$ cat config.mk
export PLATFORM = sky130hd
export DESIGN_NAME = drof_output_logic
export DESIGN_NICKNAME = d
export VERILOG_FILES = /design/src/hw/drof_hold_timer.v /design/src/hw/drof_life_counter.v /design/src/hw/drof_output_logic.v
export VERILOG_INCLUDE_DIRS = /design/src /design/src/hw
export SDC_FILE = /design/constraint.sdc
export NUM_CORES = 1
export LEC_CHECK = 0
export BUFFER_PORTS_ARGS = -buffer_cell sky130_fd_sc_hd__buf_2
export CAP_MARGIN = 20
export CELL_PAD_IN_SITES_DETAIL_PLACEMENT = 1
export CELL_PAD_IN_SITES_GLOBAL_PLACEMENT = 1
export CORE_UTILIZATION = 45
export DETAILED_ROUTE_END_ITERATION = 8
export PLACE_DENSITY_LB_ADDON = 0.1
export SETUP_SLACK_MARGIN = 0.02
export SYNTH_ARGS = -nofsm -noshare
export SYNTH_HDL_FRONTEND = slang
export SYNTH_HIERARCHICAL = 1
export SYNTH_SLANG_ARGS = --single-unit
$ cat constraint.sdc
create_clock -name clk -period 3.1 [get_ports clk]
set_clock_uncertainty 0.2 [all_clocks]
set_input_delay 0.465 -clock clk [delete_from_list [all_inputs] [get_ports clk]]
set_output_delay 0.465 -clock clk [all_outputs]
set_load 0.01 [all_outputs]
$ cat src/hw/drof_map.vh
`ifndef DROF_MAP_VH
`define DROF_MAP_VH
// Clock rate and derived timing
`define DROF_CLK_KHZ         250000
`define DROF_FULL_LOAD_MS    200
`define DROF_DIR_PULSE_MS    100
// Output function selector codes
`define DROF_SEL_W           5
`define DROF_FN_OFF          5'h00
`define DROF_FN_BRAKE        5'h01
`define DROF_FN_INV_LIM1     5'h02
`define DROF_FN_INV_LIM2     5'h03
`define DROF_FN_STANDSTILL   5'h04
`define DROF_FN_REGEN_STBY   5'h05
`define DROF_FN_SUSP_WEAR    5'h06
`define DROF_FN_DIR_PULSE    5'h07
`define DROF_FN_FULL_LOAD    5'h08
`define DROF_FN_SLOWDOWN     5'h09
`define DROF_FN_TQ_INFO      5'h0A
`define DROF_FN_INV_TQ_INFO  5'h0B
`define DROF_FN_BRAKE_INFO   5'h0C
`define DROF_FN_REGEN_EN     5'h0D
`define DROF_FN_STUTTER      5'h0E
`define DROF_FN_MOT_SHORT    5'h0F
`define DROF_FN_MAINS_DISC   5'h10
`define DROF_FN_LAST         5'h10
// Register word addresses
`define DROF_ADDR_W          4
`define DROF_REG_SEL0        4'h0
`define DROF_REG_SEL1        4'h1
`define DROF_REG_SEL2        4'h2
`define DROF_REG_SEL3        4'h3
`define DROF_REG_LIMIT1      4'h4
`define DROF_REG_LIMIT2      4'h5
`define DROF_REG_CURR_THR    4'h6
`define DROF_REG_FLUX_TIME   4'h7
`define DROF_REG_BRAKE_CFG   4'h8
`define DROF_REG_LIFE_LOAD   4'h9
`define DROF_REG_LIFE_WARN   4'hA
`define DROF_REG_LIFE_CTRL   4'hB
`define DROF_REG_STATUS      4'hC
`define DROF_REG_LIFE_CNT    4'hD
// Field positions
`define DROF_LIFE_CTRL_RELOAD 0
`define DROF_BRK_MASK_LO     0
`define DROF_BRK_POL_LO      4
`define DROF_ST_RELAY_LO     0
`define DROF_ST_EVAC_LO      4
`define DROF_ST_WARN         6
`define DROF_ST_STILL        7
// Reset values
`define DROF_RST_SEL         5'h00
`define DROF_RST_SPEED       16'h0000
`define DROF_RST_FLUX        32'h0000_0100
`define DROF_RST_BRK         8'h01
`define DROF_RST_LIFE        32'h0000_0000
// Evacuation sequence states
`define DROF_EV_IDLE         2'h0
`define DROF_EV_WAIT_STILL   2'h1
`define DROF_EV_RESTART      2'h2
`define DROF_EV_WAIT_LINE    2'h3
`endif

$ cat src/hw/drof_hold_timer.v
`timescale 1ns/1ps
`default_nettype none
// Reports a condition that has held for limit cycles without a break
module drof_hold_timer #(
  parameter W = 32
) (
  input  wire         clk,
  input  wire         sys_rst,
  input  wire         run,
  input  wire [W-1:0] limit,
  output reg          done
);
  reg [W-1:0] cnt_q;
  always @(posedge clk) begin
    if (sys_rst) begin
      cnt_q <= {W{1'b0}};
      done  <= 1'b0;
    end else if (!run) begin
      cnt_q <= {W{1'b0}};
      done  <= 1'b0;
    end else begin
      if (cnt_q != limit) begin
        cnt_q <= cnt_q + {{(W-1){1'b0}}, 1'b1};
      end
      done <= (cnt_q == limit);
    end
  end
endmodule
`default_nettype wire

$ cat src/hw/drof_life_counter.v
`timescale 1ns/1ps
`default_nettype none
// Remaining-life down-counter with a latched warning
module drof_life_counter #(
  parameter W = 32
) (
  input  wire         clk,
  input  wire         sys_rst,
  input  wire         reload,
  input  wire [W-1:0] load_val,
  input  wire         tick,
  input  wire [W-1:0] warn_thr,
  output reg  [W-1:0] count,
  output reg          warn
);
  always @(posedge clk) begin
    if (sys_rst) begin
      count <= {W{1'b0}};
      warn  <= 1'b0;
    end else if (reload) begin
      count <= load_val;
      warn  <= 1'b0;                                   // [RL10]
    end else begin
      if (tick && count != {W{1'b0}}) begin
        count <= count - {{(W-1){1'b0}}, 1'b1};
      end
      if (count <= warn_thr) begin
        warn <= 1'b1;                                  // [RL9]
      end
    end
  end
endmodule
`default_nettype wire

$ cat src/hw/drof_output_logic.v
`timescale 1ns/1ps
`default_nettype none
`include "drof_map.vh"
// What this block does
// RL1 - Each relay output has a selector; it follows only the selected condition.
// RL2 - An output with no function selected stays open.
// RL3 - Brake release closes after flux build-up time; contactor then opens brake.
// RL4 - Inverted limit one closes while speed exceeds limit one.
// RL5 - Inverted limit two closes while speed exceeds limit two.
// RL6 - Standstill opens at trip start once actual speed is above zero.
// RL7 - Standstill closes when speed is zero and mode contactor output is zero.
// RL8 - Regen standby output puts the feedback unit into standby while idle.
// RL9 - Suspension wear closes when remaining life reaches about one year.
// RL10 - Suspension wear stays closed until the life counter is reloaded.
// RL11 - One pulse on each travel direction change, for an external counter.
// RL12 - Full load closes when current stays above threshold 200 ms at constant speed.
// RL13 - Closed loop slowdown: decelerating from speed three, actual below limit one.
// RL14 - Open loop slowdown: decelerating from speed three, nominal below limit one.
// RL15 - Slowdown output drops as soon as the relevant speed reaches zero.
// RL16 - Torque-off status closes while the power stage is not blocked.
// RL17 - Inverted torque-off status closes while the power stage is blocked.
// RL18 - Brake status closes when monitor inputs show brakes open during travel.
// RL19 - Regen enable closes with controller enable, speed and direction all present.
// RL20 - Stutter brake opens above limit one and closes below it.
// RL21 - Motor short output switches an external short-circuit contactor.
// RL22 - Mains disconnect asserts whenever evacuation-active reports battery supply.
// RL23 - In evacuation, at standstill restart, then wait for line voltage.
// RL24 - The system sets evacuation-active whenever supply switches to battery.
// RL25 - Each contact is one clocked level, high meaning closed.
module drof_output_logic #(
  parameter NUM_OUT          = 4,
  parameter SPD_W            = 16,
  parameter FULL_LOAD_CYCLES = `DROF_FULL_LOAD_MS * `DROF_CLK_KHZ,
  parameter DIR_PULSE_CYCLES = `DROF_DIR_PULSE_MS * `DROF_CLK_KHZ
) (
  input  wire                       clk,
  input  wire                       sys_rst,
  input  wire [`DROF_ADDR_W-1:0]    avs_address,
  input  wire                       avs_read,
  input  wire                       avs_write,
  input  wire [31:0]                avs_writedata,
  input  wire [3:0]                 avs_byteenable,
  output reg  [31:0]                avs_readdata,
  output wire                       avs_waitrequest,
  input  wire [SPD_W-1:0]           actual_speed,
  input  wire [SPD_W-1:0]           nominal_speed,
  input  wire [SPD_W-1:0]           motor_current,
  input  wire                       closed_loop,
  input  wire                       constant_travel,
  input  wire                       decelerating,
  input  wire                       travel_speed_three,
  input  wire                       motor_energized,
  input  wire                       ctrl_enable,
  input  wire                       speed_select,
  input  wire                       dir_up,
  input  wire                       dir_down,
  input  wire                       mode_contactor_out,
  input  wire                       safe_torque_off,
  input  wire                       travelling,
  input  wire                       motor_short_req,
  input  wire                       life_tick,
  input  wire [3:0]                 brake_monitor_inputs,
  input  wire                       evac_active_input,
  input  wire                       line_voltage_ok,
  output reg  [NUM_OUT-1:0]         relay_out,
  output reg                        restart_req,
  output reg                        normal_op
);
  localparam NFN = 17;

  function [31:0] be_merge;
    input [31:0] old_v;
    input [31:0] new_v;
    input [3:0]  be;
    integer      k;
    begin
      for (k = 0; k < 4; k = k + 1) begin
        be_merge[k*8 +: 8] = be[k] ? new_v[k*8 +: 8] : old_v[k*8 +: 8];
      end
    end
  endfunction

  // Unknown codes fall through to open
  function pick_cond;
    input [`DROF_SEL_W-1:0] sel;
    input [NFN-1:0]         cond;
    begin
      if (sel == `DROF_FN_OFF || sel > `DROF_FN_LAST) begin
        pick_cond = 1'b0;                              // [RL2]
      end else begin
        pick_cond = cond[sel];                         // [RL1]
      end
    end
  endfunction

  // Register bus: one wait cycle per access, answer on the second
  reg                    ack_q;
  wire                   req = avs_read | avs_write;
  wire                   wr_en = avs_write & ack_q;
  // Old word for a write is the value captured in its wait cycle
  wire [31:0]            wr_merged = be_merge(avs_readdata, avs_writedata, avs_byteenable);
  reg [`DROF_SEL_W-1:0]  sel_q [0:NUM_OUT-1];
  reg [SPD_W-1:0]        limit1_q;
  reg [SPD_W-1:0]        limit2_q;
  reg [SPD_W-1:0]        curr_thr_q;
  reg [31:0]             flux_time_q;
  reg [7:0]              brake_cfg_q;
  reg [31:0]             life_load_q;
  reg [31:0]             life_warn_q;
  reg                    life_reload_q;
  reg [1:0]              ev_state_q;
  reg                    still_q;
  wire [31:0]            life_count;
  wire                   life_warn;
  integer                i;
  integer                j;

  assign avs_waitrequest = req & ~ack_q;

  always @(posedge clk) begin
    if (sys_rst) begin
      ack_q <= 1'b0;
    end else begin
      ack_q <= req & ~ack_q;
    end
  end

  always @(posedge clk) begin
    if (sys_rst) begin
      for (i = 0; i < NUM_OUT; i = i + 1) begin
        sel_q[i] <= `DROF_RST_SEL;
      end
      limit1_q      <= `DROF_RST_SPEED;
      limit2_q      <= `DROF_RST_SPEED;
      curr_thr_q    <= `DROF_RST_SPEED;
      flux_time_q   <= `DROF_RST_FLUX;
      brake_cfg_q   <= `DROF_RST_BRK;
      life_load_q   <= `DROF_RST_LIFE;
      life_warn_q   <= `DROF_RST_LIFE;
      life_reload_q <= 1'b0;
    end else begin
      life_reload_q <= 1'b0;
      if (wr_en) begin
        case (avs_address)
          `DROF_REG_SEL0: begin
            if (avs_byteenable[0]) sel_q[0] <= avs_writedata[`DROF_SEL_W-1:0];
          end
          `DROF_REG_SEL1: begin
            if (avs_byteenable[0]) sel_q[1] <= avs_writedata[`DROF_SEL_W-1:0];
          end
          `DROF_REG_SEL2: begin
            if (avs_byteenable[0]) sel_q[2] <= avs_writedata[`DROF_SEL_W-1:0];
          end
          `DROF_REG_SEL3: begin
            if (avs_byteenable[0]) sel_q[3] <= avs_writedata[`DROF_SEL_W-1:0];
          end
          `DROF_REG_LIMIT1: begin
            limit1_q <= wr_merged[SPD_W-1:0];
          end
          `DROF_REG_LIMIT2: begin
            limit2_q <= wr_merged[SPD_W-1:0];
          end
          `DROF_REG_CURR_THR: begin
            curr_thr_q <= wr_merged[SPD_W-1:0];
          end
          `DROF_REG_FLUX_TIME: begin
            flux_time_q <= be_merge(flux_time_q, avs_writedata, avs_byteenable);
          end
          `DROF_REG_BRAKE_CFG: begin
            if (avs_byteenable[0]) brake_cfg_q <= avs_writedata[7:0];
          end
          `DROF_REG_LIFE_LOAD: begin
            life_load_q <= be_merge(life_load_q, avs_writedata, avs_byteenable);
          end
          `DROF_REG_LIFE_WARN: begin
            life_warn_q <= be_merge(life_warn_q, avs_writedata, avs_byteenable);
          end
          `DROF_REG_LIFE_CTRL: begin
            life_reload_q <= avs_byteenable[0] & avs_writedata[`DROF_LIFE_CTRL_RELOAD];
          end
          default: begin
          end
        endcase
      end
    end
  end

  always @(posedge clk) begin
    if (sys_rst) begin
      avs_readdata <= 32'h0000_0000;
    end else if (req && !ack_q) begin
      avs_readdata <= 32'h0000_0000;
      case (avs_address)
        `DROF_REG_SEL0:      avs_readdata[`DROF_SEL_W-1:0] <= sel_q[0];
        `DROF_REG_SEL1:      avs_readdata[`DROF_SEL_W-1:0] <= sel_q[1];
        `DROF_REG_SEL2:      avs_readdata[`DROF_SEL_W-1:0] <= sel_q[2];
        `DROF_REG_SEL3:      avs_readdata[`DROF_SEL_W-1:0] <= sel_q[3];
        `DROF_REG_LIMIT1:    avs_readdata[SPD_W-1:0] <= limit1_q;
        `DROF_REG_LIMIT2:    avs_readdata[SPD_W-1:0] <= limit2_q;
        `DROF_REG_CURR_THR:  avs_readdata[SPD_W-1:0] <= curr_thr_q;
        `DROF_REG_FLUX_TIME: avs_readdata <= flux_time_q;
        `DROF_REG_BRAKE_CFG: avs_readdata[7:0] <= brake_cfg_q;
        `DROF_REG_LIFE_LOAD: avs_readdata <= life_load_q;
        `DROF_REG_LIFE_WARN: avs_readdata <= life_warn_q;
        `DROF_REG_STATUS: begin
          avs_readdata[`DROF_ST_RELAY_LO +: 4]  <= relay_out[3:0];
          avs_readdata[`DROF_ST_EVAC_LO +: 2]   <= ev_state_q;
          avs_readdata[`DROF_ST_WARN]           <= life_warn;
          avs_readdata[`DROF_ST_STILL]          <= still_q;
        end
        `DROF_REG_LIFE_CNT:  avs_readdata <= life_count;
        default:             avs_readdata <= 32'h0000_0000;
      endcase
    end
  end

  // Brake monitor, evacuation-active and line voltage inputs pass two flops before use
  reg [5:0] pin_s1_q;
  reg [5:0] pin_s2_q;
  always @(posedge clk) begin
    if (sys_rst) begin
      pin_s1_q <= 6'h00;
      pin_s2_q <= 6'h00;
    end else begin
      pin_s1_q <= {line_voltage_ok, evac_active_input, brake_monitor_inputs};
      pin_s2_q <= pin_s1_q;
    end
  end
  wire [3:0] brake_sync = pin_s2_q[3:0];
  wire       evac_sync  = pin_s2_q[4];
  wire       line_sync  = pin_s2_q[5];

  // Speed comparisons
  wire [SPD_W-1:0] sel_speed   = closed_loop ? actual_speed : nominal_speed;
  wire             above_lim1  = actual_speed > limit1_q;
  wire             above_lim2  = actual_speed > limit2_q;
  wire             run_demand  = ctrl_enable & speed_select & (dir_up | dir_down);

  // Standstill holds its state between the two trip edges
  always @(posedge clk) begin
    if (sys_rst) begin
      still_q <= 1'b1;
    end else if (actual_speed != {SPD_W{1'b0}}) begin
      still_q <= 1'b0;                                 // [RL6]
    end else if (!mode_contactor_out) begin
      still_q <= 1'b1;                                 // [RL7]
    end
  end

  // Slowdown latch; zero speed clears and takes priority over a set
  reg sd_q;
  always @(posedge clk) begin
    if (sys_rst) begin
      sd_q <= 1'b0;
    end else if (sel_speed == {SPD_W{1'b0}}) begin
      sd_q <= 1'b0;                                    // [RL15]
    end else if (decelerating && travel_speed_three && sel_speed < limit1_q) begin
      sd_q <= 1'b1;                                    // [RL13] [RL14]
    end
  end

  // Direction change pulse; the last known direction survives stops
  reg [1:0]  last_dir_q;
  reg [31:0] pulse_cnt_q;
  wire [1:0] cur_dir = {dir_up & ~dir_down, dir_down & ~dir_up};
  wire       dir_change = (cur_dir != 2'b00) && (last_dir_q != 2'b00) &&
                          (cur_dir != last_dir_q);
  always @(posedge clk) begin
    if (sys_rst) begin
      last_dir_q  <= 2'b00;
      pulse_cnt_q <= 32'h0000_0000;
    end else begin
      if (cur_dir != 2'b00) begin
        last_dir_q <= cur_dir;
      end
      if (dir_change) begin
        pulse_cnt_q <= DIR_PULSE_CYCLES;               // [RL11]
      end else if (pulse_cnt_q != 32'h0000_0000) begin
        pulse_cnt_q <= pulse_cnt_q - 32'h0000_0001;
      end
    end
  end
  wire dir_pulse = pulse_cnt_q != 32'h0000_0000;

  // Brake open: every enabled monitor input at its open level
  wire [3:0] brk_mask = brake_cfg_q[`DROF_BRK_MASK_LO +: 4];
  wire [3:0] brk_pol  = brake_cfg_q[`DROF_BRK_POL_LO +: 4];
  wire [3:0] brk_open = (brake_sync ^ brk_pol) | ~brk_mask;
  wire       brakes_open = travelling & (|brk_mask) & (&brk_open);   // [RL18]

  wire flux_done;
  drof_hold_timer #(
    .W (32)
  ) u_flux (
    .clk     (clk),
    .sys_rst (sys_rst),
    .run     (motor_energized),
    .limit   (flux_time_q),
    .done    (flux_done)
  );

  // Any dip below threshold restarts the 200 ms window
  wire full_load;
  drof_hold_timer #(
    .W (32)
  ) u_full (
    .clk     (clk),
    .sys_rst (sys_rst),
    .run     (constant_travel & (motor_current > curr_thr_q)),  // [RL12]
    .limit   (FULL_LOAD_CYCLES),
    .done    (full_load)
  );

  drof_life_counter #(
    .W (32)
  ) u_life (
    .clk      (clk),
    .sys_rst  (sys_rst),
    .reload   (life_reload_q),
    .load_val (life_load_q),
    .tick     (life_tick),
    .warn_thr (life_warn_q),
    .count    (life_count),
    .warn     (life_warn)
  );

  // Evacuation sequence
  reg [1:0] ev_state_d;
  always @* begin
    ev_state_d = ev_state_q;
    case (ev_state_q)
      `DROF_EV_IDLE: begin
        if (evac_sync) ev_state_d = `DROF_EV_WAIT_STILL;
      end
      `DROF_EV_WAIT_STILL: begin
        if (still_q) ev_state_d = `DROF_EV_RESTART;    // [RL23]
      end
      `DROF_EV_RESTART: begin
        ev_state_d = `DROF_EV_WAIT_LINE;
      end
      `DROF_EV_WAIT_LINE: begin
        if (line_sync && !evac_sync) ev_state_d = `DROF_EV_IDLE;   // [RL23]
      end
      default: begin
        ev_state_d = `DROF_EV_IDLE;
      end
    endcase
  end

  always @(posedge clk) begin
    if (sys_rst) begin
      ev_state_q  <= `DROF_EV_IDLE;
      restart_req <= 1'b0;
      normal_op   <= 1'b0;
    end else begin
      ev_state_q  <= ev_state_d;
      restart_req <= (ev_state_d == `DROF_EV_RESTART);
      normal_op   <= (ev_state_d == `DROF_EV_IDLE);
    end
  end

  // Condition vector indexed by function code
  wire [NFN-1:0] cond;
  assign cond[0]  = 1'b0;
  assign cond[1]  = flux_done;                         // [RL3]
  assign cond[2]  = above_lim1;                        // [RL4]
  assign cond[3]  = above_lim2;                        // [RL5]
  assign cond[4]  = still_q;
  assign cond[5]  = ~run_demand & still_q;             // [RL8]
  assign cond[6]  = life_warn;
  assign cond[7]  = dir_pulse;
  assign cond[8]  = full_load;
  assign cond[9]  = sd_q;
  assign cond[10] = ~safe_torque_off;                  // [RL16]
  assign cond[11] = safe_torque_off;                   // [RL17]
  assign cond[12] = brakes_open;
  assign cond[13] = run_demand;                        // [RL19]
  assign cond[14] = ~above_lim1;                       // [RL20]
  assign cond[15] = motor_short_req;                   // [RL21]
  assign cond[16] = evac_sync;                         // [RL22]

  always @(posedge clk) begin
    if (sys_rst) begin
      relay_out <= {NUM_OUT{1'b0}};
    end else begin
      for (j = 0; j < NUM_OUT; j = j + 1) begin
        relay_out[j] <= pick_cond(sel_q[j], cond);     // [RL25]
      end
    end
  end
endmodule
`default_nettype wire

== Yosys cells after proc, flatten, opt, wreduce, memory -nomap -nowiden ==
Memory sizes are Yosys's and may differ from the RTL's.
Cells that the tools add are included.
Cells by class
  add/subtract/negate cells: 4
  $lt $le $gt $ge: 13
  eq/ne operators: 23
  mux-type cells: 48
  bitwise gates (word level): 30
  reductions and logical operators: 56
Operators by type and width (number)
  $pmux 5 s13: 1
  $add 32x1->32 const B: 2
  $mux 32: 2
  $pmux 16 s4: 1
  $reduce_bool 32->1: 2
  $sub 32x1->32 const B: 2
  $pmux 8 s7: 1
  $mux 25: 2
  $gt 16x16->1: 3
  $reduce_and 3->1: 13
  $eq 32x26->1 const B: 1
  $eq 32x32->1: 1
  $le 32x32->1: 1
  $ne 32x26->1 const B: 1
  $ne 32x32->1: 1
  $pmux 3 s9: 1
  $mux 1: 25
  $eq 4x4->1 const B: 6
  $lt 5x6->1 const B: 4
  $bmux 1 s5: 4
  $gt 5x5->1 const B: 4
  $logic_not 5->1: 4
  $mux 5: 4
  $reduce_or 2->1: 9
  other kinds (30): 79
Word-level totals
  register bits after elaboration: 341
  memory bits (writable): 20
  output and inout port bits: 39
  logic and storage cells: 214
  memories kept: 1
Memory list
  sel_q: depth 4, bits a word 5, read ports 4, clocked after Yosys merged registers in 0, write ports 4, line drof_output_logic.v:102  | reg [`DROF_SEL_W-1:0] sel_q [0:NUM_OUT-1];

== Longest topological paths before layout ==
Gate-level depths: netlist of the first run.
  depth after elaboration: 6
  depth in mapped cells: 11

== Modules after synthesis ==
Netlist of the first run, hierarchy kept.
Modules (own cells, without submodules)
  drof_output_logic: instances 1, cells an instance 1572, area an instance 13520.5 um^2, seq. area each 5445.2 um^2
  drof_hold_timer: instances 2, cells an instance 242, area an instance 2068.2 um^2, seq. area each 660.6 um^2
  drof_life_counter: instances 1, cells an instance 357, area an instance 2802.7 um^2, seq. area each 660.6 um^2

== Worst setup path after synthesis of the first run ==
Ideal clock, no wire load.
  path type: in2reg
  from: input port closed_loop
  to: register sd_q
  data arrival time: 2449 ps
  setup slack: 375 ps
  cell stages on the path: 10
  path buffers: 2
  cell sequence: clkbuf_1 > clkbuf_1 > mux2_2 > ha_1 > a21oi_1 > nor2b_1 > o21ai_0 > o211a_1 > o211a_1 > a21boi_0
On the way
  cells in the longest elaborated chain, start to end: 3
  elaborated cells on any way between the ends: 5
  classes of those cells: order compare: 1; mux: 1; reduce/logical: 3
Ends and longest elaborated chain
  start: declaration: line drof_output_logic.v:48  | input wire closed_loop,
  $mux 16 *: line drof_output_logic.v:234  | wire [SPD_W-1:0] sel_speed = closed_loop ? actual_speed : nominal_speed;
  $lt 16x16->1 / $logic_not 16->1 (equally long branches): line drof_output_logic.v:257, drof_output_logic.v:255
  $logic_and 1x1->1 / $reduce_or 2->1 (equally long branches)
  end signal: assignment: line drof_output_logic.v:254  | sd_q <= 1'b0;
  end signal: assignment: line drof_output_logic.v:256  | sd_q <= 1'b0;
  end signal: assignment: line drof_output_logic.v:258  | sd_q <= 1'b1;
  end: declaration: line drof_output_logic.v:251  | reg sd_q;
Mark *: on every way between the ends. The rest lies on a longest branch, timed or not.
A chain may end at the register's enable or synchronous reset.

== Worst setup path in the final report of the first run ==
  from: register u_life.count[1]
  to: register u_life.count[22]
On the way
  cells in the longest elaborated chain, start to end: 3
  elaborated cells on any way between the ends: 6
  classes of those cells: add/sub: 1; mux: 2; reduce/logical: 3
Ends and longest elaborated chain
  start: declaration: line drof_life_counter.v:13  | output reg [W-1:0] count,
  start signal: assignment: line drof_life_counter.v:18  | count <= {W{1'b0}};
  start signal: assignment: line drof_life_counter.v:21  | count <= load_val;
  start signal: assignment: line drof_life_counter.v:25  | count <= count - {{(W-1){1'b0}}, 1'b1};
  $sub 32x1->32 / $reduce_bool 32->1 (equally long branches): line drof_life_counter.v:25, drof_life_counter.v:24
  $mux 32 / $logic_and 1x1->1 (equally long branches): line drof_life_counter.v:24  | if (tick && count != {W{1'b0}}) begin
  $mux 32 / $reduce_bool 2->1 (equally long branches)
Several ways; a longest one is shown, not always the timed one. The select of a mux whose other input is x is not followed.

==> results of run 1 <==
[cell type report]
type	count	area [µm²]	area share, %
multi-input combinational	1830	12100	50.7
clock inverter	9	113	0.471
tap	592	741	3.10
clock buffer	64	1320	5.52
timing repair buffer	262	1720	7.18
inverter	121	454	1.90
sequential	361	7430	31.1
[critical path: stages (launching register included)]
cell and delay [ps]:
dfxtp_1 550, inv_1 110, ha_1 210, and2b_2 220
and4_1 240, a2111o_1 540, or4_1 440, a311oi_1 270
[per-stage QoR]
| stage | hold slack, ps | util [%] | setup WS (ps) | power, W |
|---|---|---|---|---|
| 6_report | 23.9 | 53.7 | 228 | 0.0157 |
| 5_1_grt | 27.6 | 53.7 | 101 | 0.0165 |
| 3_3_place_gp | 230 | 49.8 | 321 | 0.0102 |
| 2_1_floorplan | 214 | - | 375 | 0.00875 |
| 3_5_place_dp | 228 | 49.8 | 271 | 0.0104 |
| 4_1_cts | 3.93 | 53.7 | 241 | 0.0157 |
[metal layers]
layer	share of wire, %	up-vias
met1	44	9765
met3	5.3	117
met4	2.9	2
met5	0.011	-
met2	48	558
li1	-	9181
[layout by cell type (no fill, tap or decap), types with 66 or more instances in the layout]
cell type,instances
a21oi_1,139
nand4_1,68
buf_2,149
xnor2_1,111
nor2_1,289
nand2_1,181
mux2i_1,102
dfxtp_1,341
buf_4,78
a22oi_1,94
a211oi_1,66
ha_1,103
inv_1,121
[worst paths after layout]
check / cells past startpoint / to
worst max-delay path: 7 / u_life/count[22]$_SDFFE_PP0P_
worst min-delay path: 3 / flux_time_q[8]$_SDFFE_PP1P_
worst max register to register: 7 / u_life/count[22]$_SDFFE_PP0P_
worst min register to register: 1 / pin_s2_q[1]$_SDFF_PP0_
[registers in the layout, summed over array words and instances, names as in the netlist, 6 cells and up]
register      flops
limit1_q         16
pin_s1_q          6
u_flux/cnt_q     32
avs_readdata     32
pin_s2_q          6
limit2_q         16
flux_time_q      32
u_full/cnt_q     32
curr_thr_q       16
life_warn_q      32
sel_q            20
pulse_cnt_q      32
life_load_q      32
brake_cfg_q       8
u_life/count     32
[report_power, final]
group	total [W]	internal [W]	switching, W
sequential	0.00559	0.00506	0.000537
clock	0.00519	0.00310	0.00209
combinational	0.00487	0.00198	0.00290
total	0.0157	0.0101	0.00552
[cells by family after synthesis]
family	synth area share [%]
simple gates	22.4
compound gates	18.2
flops	36.3
buf+inv	5.12
xor+xnor	5.69
mux	5.93
fa+ha+maj	6.30
other cells	0.0367
==> impl_metrics.ini, run 1 <==
[logic_synthesis]
netlist_area_um2 = 20500
yosysTopAreaCell = dfxtp_1
synth_edf_count = 20
synth_top_area_share_pct = 33.4
synth.avg_cell_area_um2 = 8.48
synth_area_leaders = dfxtp_1 33%, ha_1 6.3%, nor2_1 5.4%
synth_cell_types = 81
synthMostInstantiatedCell = dfxtp_1
synthTopCellsByCount = 341 x dfxtp_1, 292 x nor2_1, 181 x nand2_1
netlist_instances = 2413
seq_area_frac_synth_pct = 36.3
synthFlopType = dfxtp_1
async_flop_share_pct = 0
ys_warn_count = 6
ys_ff_latch = 361

[timing]
timing_hold_violations_final = 0
setup_viol = 0
tightest_slew_ps = 1070
clock.fmax_mhz = 348
rsz0062_at_grt = false
finalSetupTns_ps = 0
fin_crit_sh_pct = 92.7
period_needed_ps = 2870
relSlewSlack_pct = 28.9
slew_viol_final = 0

[grt]
antenna_found_initial = 1
grt_max_degree = 101
grtUsageMet3_pct = 4.49
grt_usage_pct = 31.6
grt-ovfl-total = 0
grtUsageMet1_pct = 41.4
grt-busiest-layer = met2
first_global_vias = 20200
grt.met2_usage_pct = 53.2
grt_pass1_wl_mm = 116

[route]
wl_per_cell_um = 22.8
ant_nets = 0
wl_mm = 74.0
drt_iter0_markers = 1529
vias_per_cell = 6.06
drc = 0
first_pass_iters = 8
vias = 19600

[finish]
postLayoutCellArea_um2 = 23900
area_growth_pct = 16.8
final_cells = 3239
antenna_cells = 0
drive_gt1_share_pct = 13.1
n_fill_cell = 5285
nNetsFinal = 2834

[hold_path]
hold_path.class = in2reg
holdCritStartpoint = avs_writedata[8]

[clock_tree]
cts_buffers = 43
cts.sinks = 361
clkTransAtPathRegs_ps = 60
clkLatencyLatePin_ps = 590
cts-root-buf = clkbuf_16
cts_htree_levels = 2
post_cts_resized = 0
cts_buffer_depth = 3
cts_hold_buf = 31
cts_tree = yes
postCtsSetupRepairBufs = 0

[critical_path]
r2r-start = u_life/count[1]$_SDFFE_PP0P_
r2r_setup_slack_ps = 230
startpoint = u_life/count[1]$_SDFFE_PP0P_
start_kind = flop
end_kind = flop
cp.arrival_ps = 3160
required_ps = 3380
crit_fanout = 6
path_class = reg2reg

[placed_design]
place_area_um2 = 22100
gp_congestion = 0.990
dp.cells = 3135
numPortBuffers = 150
place_hpwl_mm = 54.6

[floorplan]
core_um2 = 44500
die_w_um = 215
die_h_um = 215
start_util_pct = 46.0
ioPinCount = 151
dieArea_um2 = 46300
num_rows = 77

[pwr]
cellPowerDensity_nw_per_um2 = 656
p_leak_nw = 8.77
vdd_ir_drop_max_mv = 0.400

[outcome]
outcome = completed

[job]
maxCapViolCount = 0
(Power assumes the default switching activity.)
==> run 2: changes to the inputs <==
==> constraint.sdc (replaced) <==
create_clock -name clk -period 3.1 [get_ports clk]
set_clock_uncertainty 0.2 [all_clocks]
set_input_delay 0.465 -clock clk [delete_from_list [all_inputs] [get_ports clk]]
set_output_delay 0.465 -clock clk [all_outputs]
set_load 0.05 [all_outputs]
==> impl_metrics.ini, run 2 (synthesis gave the netlist of run 1 again) <==
[timing]
fin_crit_sh_pct = 93.2
timing_hold_violations_final = 0
tightest_slew_ps = 932
rsz0062_at_grt = false
relSlewSlack_pct = 37.8
clock.fmax_mhz = 346
finalSetupTns_ps = 0
period_needed_ps = 2890
slew_viol_final = 0
holdWs_ps = 23.6
setup_viol = 0

[floorplan]
start_util_pct = 46.0
ioPinCount = 151
die_h_um = 215
core_um2 = 44500
num_rows = 77
die_w_um = 215
dieArea_um2 = 46300

[clock_tree]
cts.sinks = 361
cts_hold_buf = 28
clkLatencyLatePin_ps = 570
cts_htree_levels = 2
cts_buffer_depth = 3
cts_tree = yes
postCtsSetupRepairBufs = 0
cts-root-buf = clkbuf_16
clkTransAtPathRegs_ps = 60
post_cts_resized = 0
cts_buffers = 43

[placed_design]
gp_congestion = 0.959
numPortBuffers = 150
place_area_um2 = 22200
dp.cells = 3136
place_hpwl_mm = 54.5

[outcome]
outcome = completed

[critical_path]
path_class = reg2reg
start_kind = flop
required_ps = 3370
cp.arrival_ps = 3160
end_kind = flop
crit_fanout = 14

[route]
first_pass_iters = 8
wl_mm = 73.1
drc = 0
vias_per_cell = 6.05
vias = 19600
ant_nets = 0
wl_per_cell_um = 22.5
drt_iter0_markers = 1413

[grt]
first_global_vias = 20200
grt_pass1_wl_mm = 115
grt_usage_pct = 31.3
grt_max_degree = 107
grt-ovfl-total = 0
antenna_found_initial = 3

[finish]
most-common-layout-cells = 341 x dfxtp_1, 289 x nor2_1, 181 x nand2_1
nNetsFinal = 2832
postLayoutCellArea_um2 = 23900
drive_gt1_share_pct = 13.2
area_growth_pct = 16.8
n_fill_cell = 5320
antenna_cells = 0
final_common_cell = dfxtp_1
final_cells = 3243

[hold_path]
hold_path.class = in2reg

[pwr]
p_leak_nw = 8.76
power_w = 0.0158
cellPowerDensity_nw_per_um2 = 659
vdd_ir_drop_max_mv = 0.450

[job]
maxCapViolCount = 0
## run 2: path summary, 6_finish.rpt
path / start / endpoint / slack (ps) / cells past startpoint
max: u_life/count[1]$_SDFFE_PP0P_ / u_life/count[4]$_SDFFE_PP0P_ / 210 / 7
min: avs_writedata[11] / flux_time_q[11]$_SDFFE_PP0P_ / 20 / 3
max reg2reg: u_life/count[1]$_SDFFE_PP0P_ / u_life/count[4]$_SDFFE_PP0P_ / 210 / 7
min reg2reg: pin_s1_q[4]$_SDFF_PP0_ / pin_s2_q[4]$_SDFF_PP0_ / 260 / 1
## run 2: power breakdown
group	internal, W	switching (W)	leakage [nW]
clock network	0.00316	0.00209	0.712
logic	0.00198	0.00292	5.09
registers	0.00506	0.000535	2.97
## run 2: layout make-up
| type | instances | area, µm² | share of cell area (%) |
|---|---|---|---|
| clock buffers | 59 | 1250 | 5.23 |
| repair buffers | 260 | 1690 | 7.08 |
| well taps | 592 | 741 | 3.10 |
| clock inverters | 20 | 209 | 0.874 |
| multi-input cells | 1830 | 12100 | 50.7 |
| inverters | 121 | 454 | 1.90 |
| flip-flops and latches | 361 | 7430 | 31.1 |
## run 2: worst max-delay path, stage by stage, from the launching register on
cell,delay (ps)
dfxtp_1,570
inv_1,130
ha_1,210
and2b_2,220
and4_1,240
and4_1,390
or4_1,530
a311oi_1,290
## run 2: metrics by stage
step / worst slack [ps] / util (%)
CTS: 242 / 53.7
finish: 210 / 53.7
floorplan: 375 / -
global placement: 304 / 49.8
global route: 56.1 / 53.7
detailed placement: 267 / 49.8
## run 2: per-layer routing
layer  track usage, %  part of all wire [%]
met4             12.1                   3.5
met1             40.2                    43
met2             52.8                    48
met3             4.27                   5.3
met5                0                 0.011
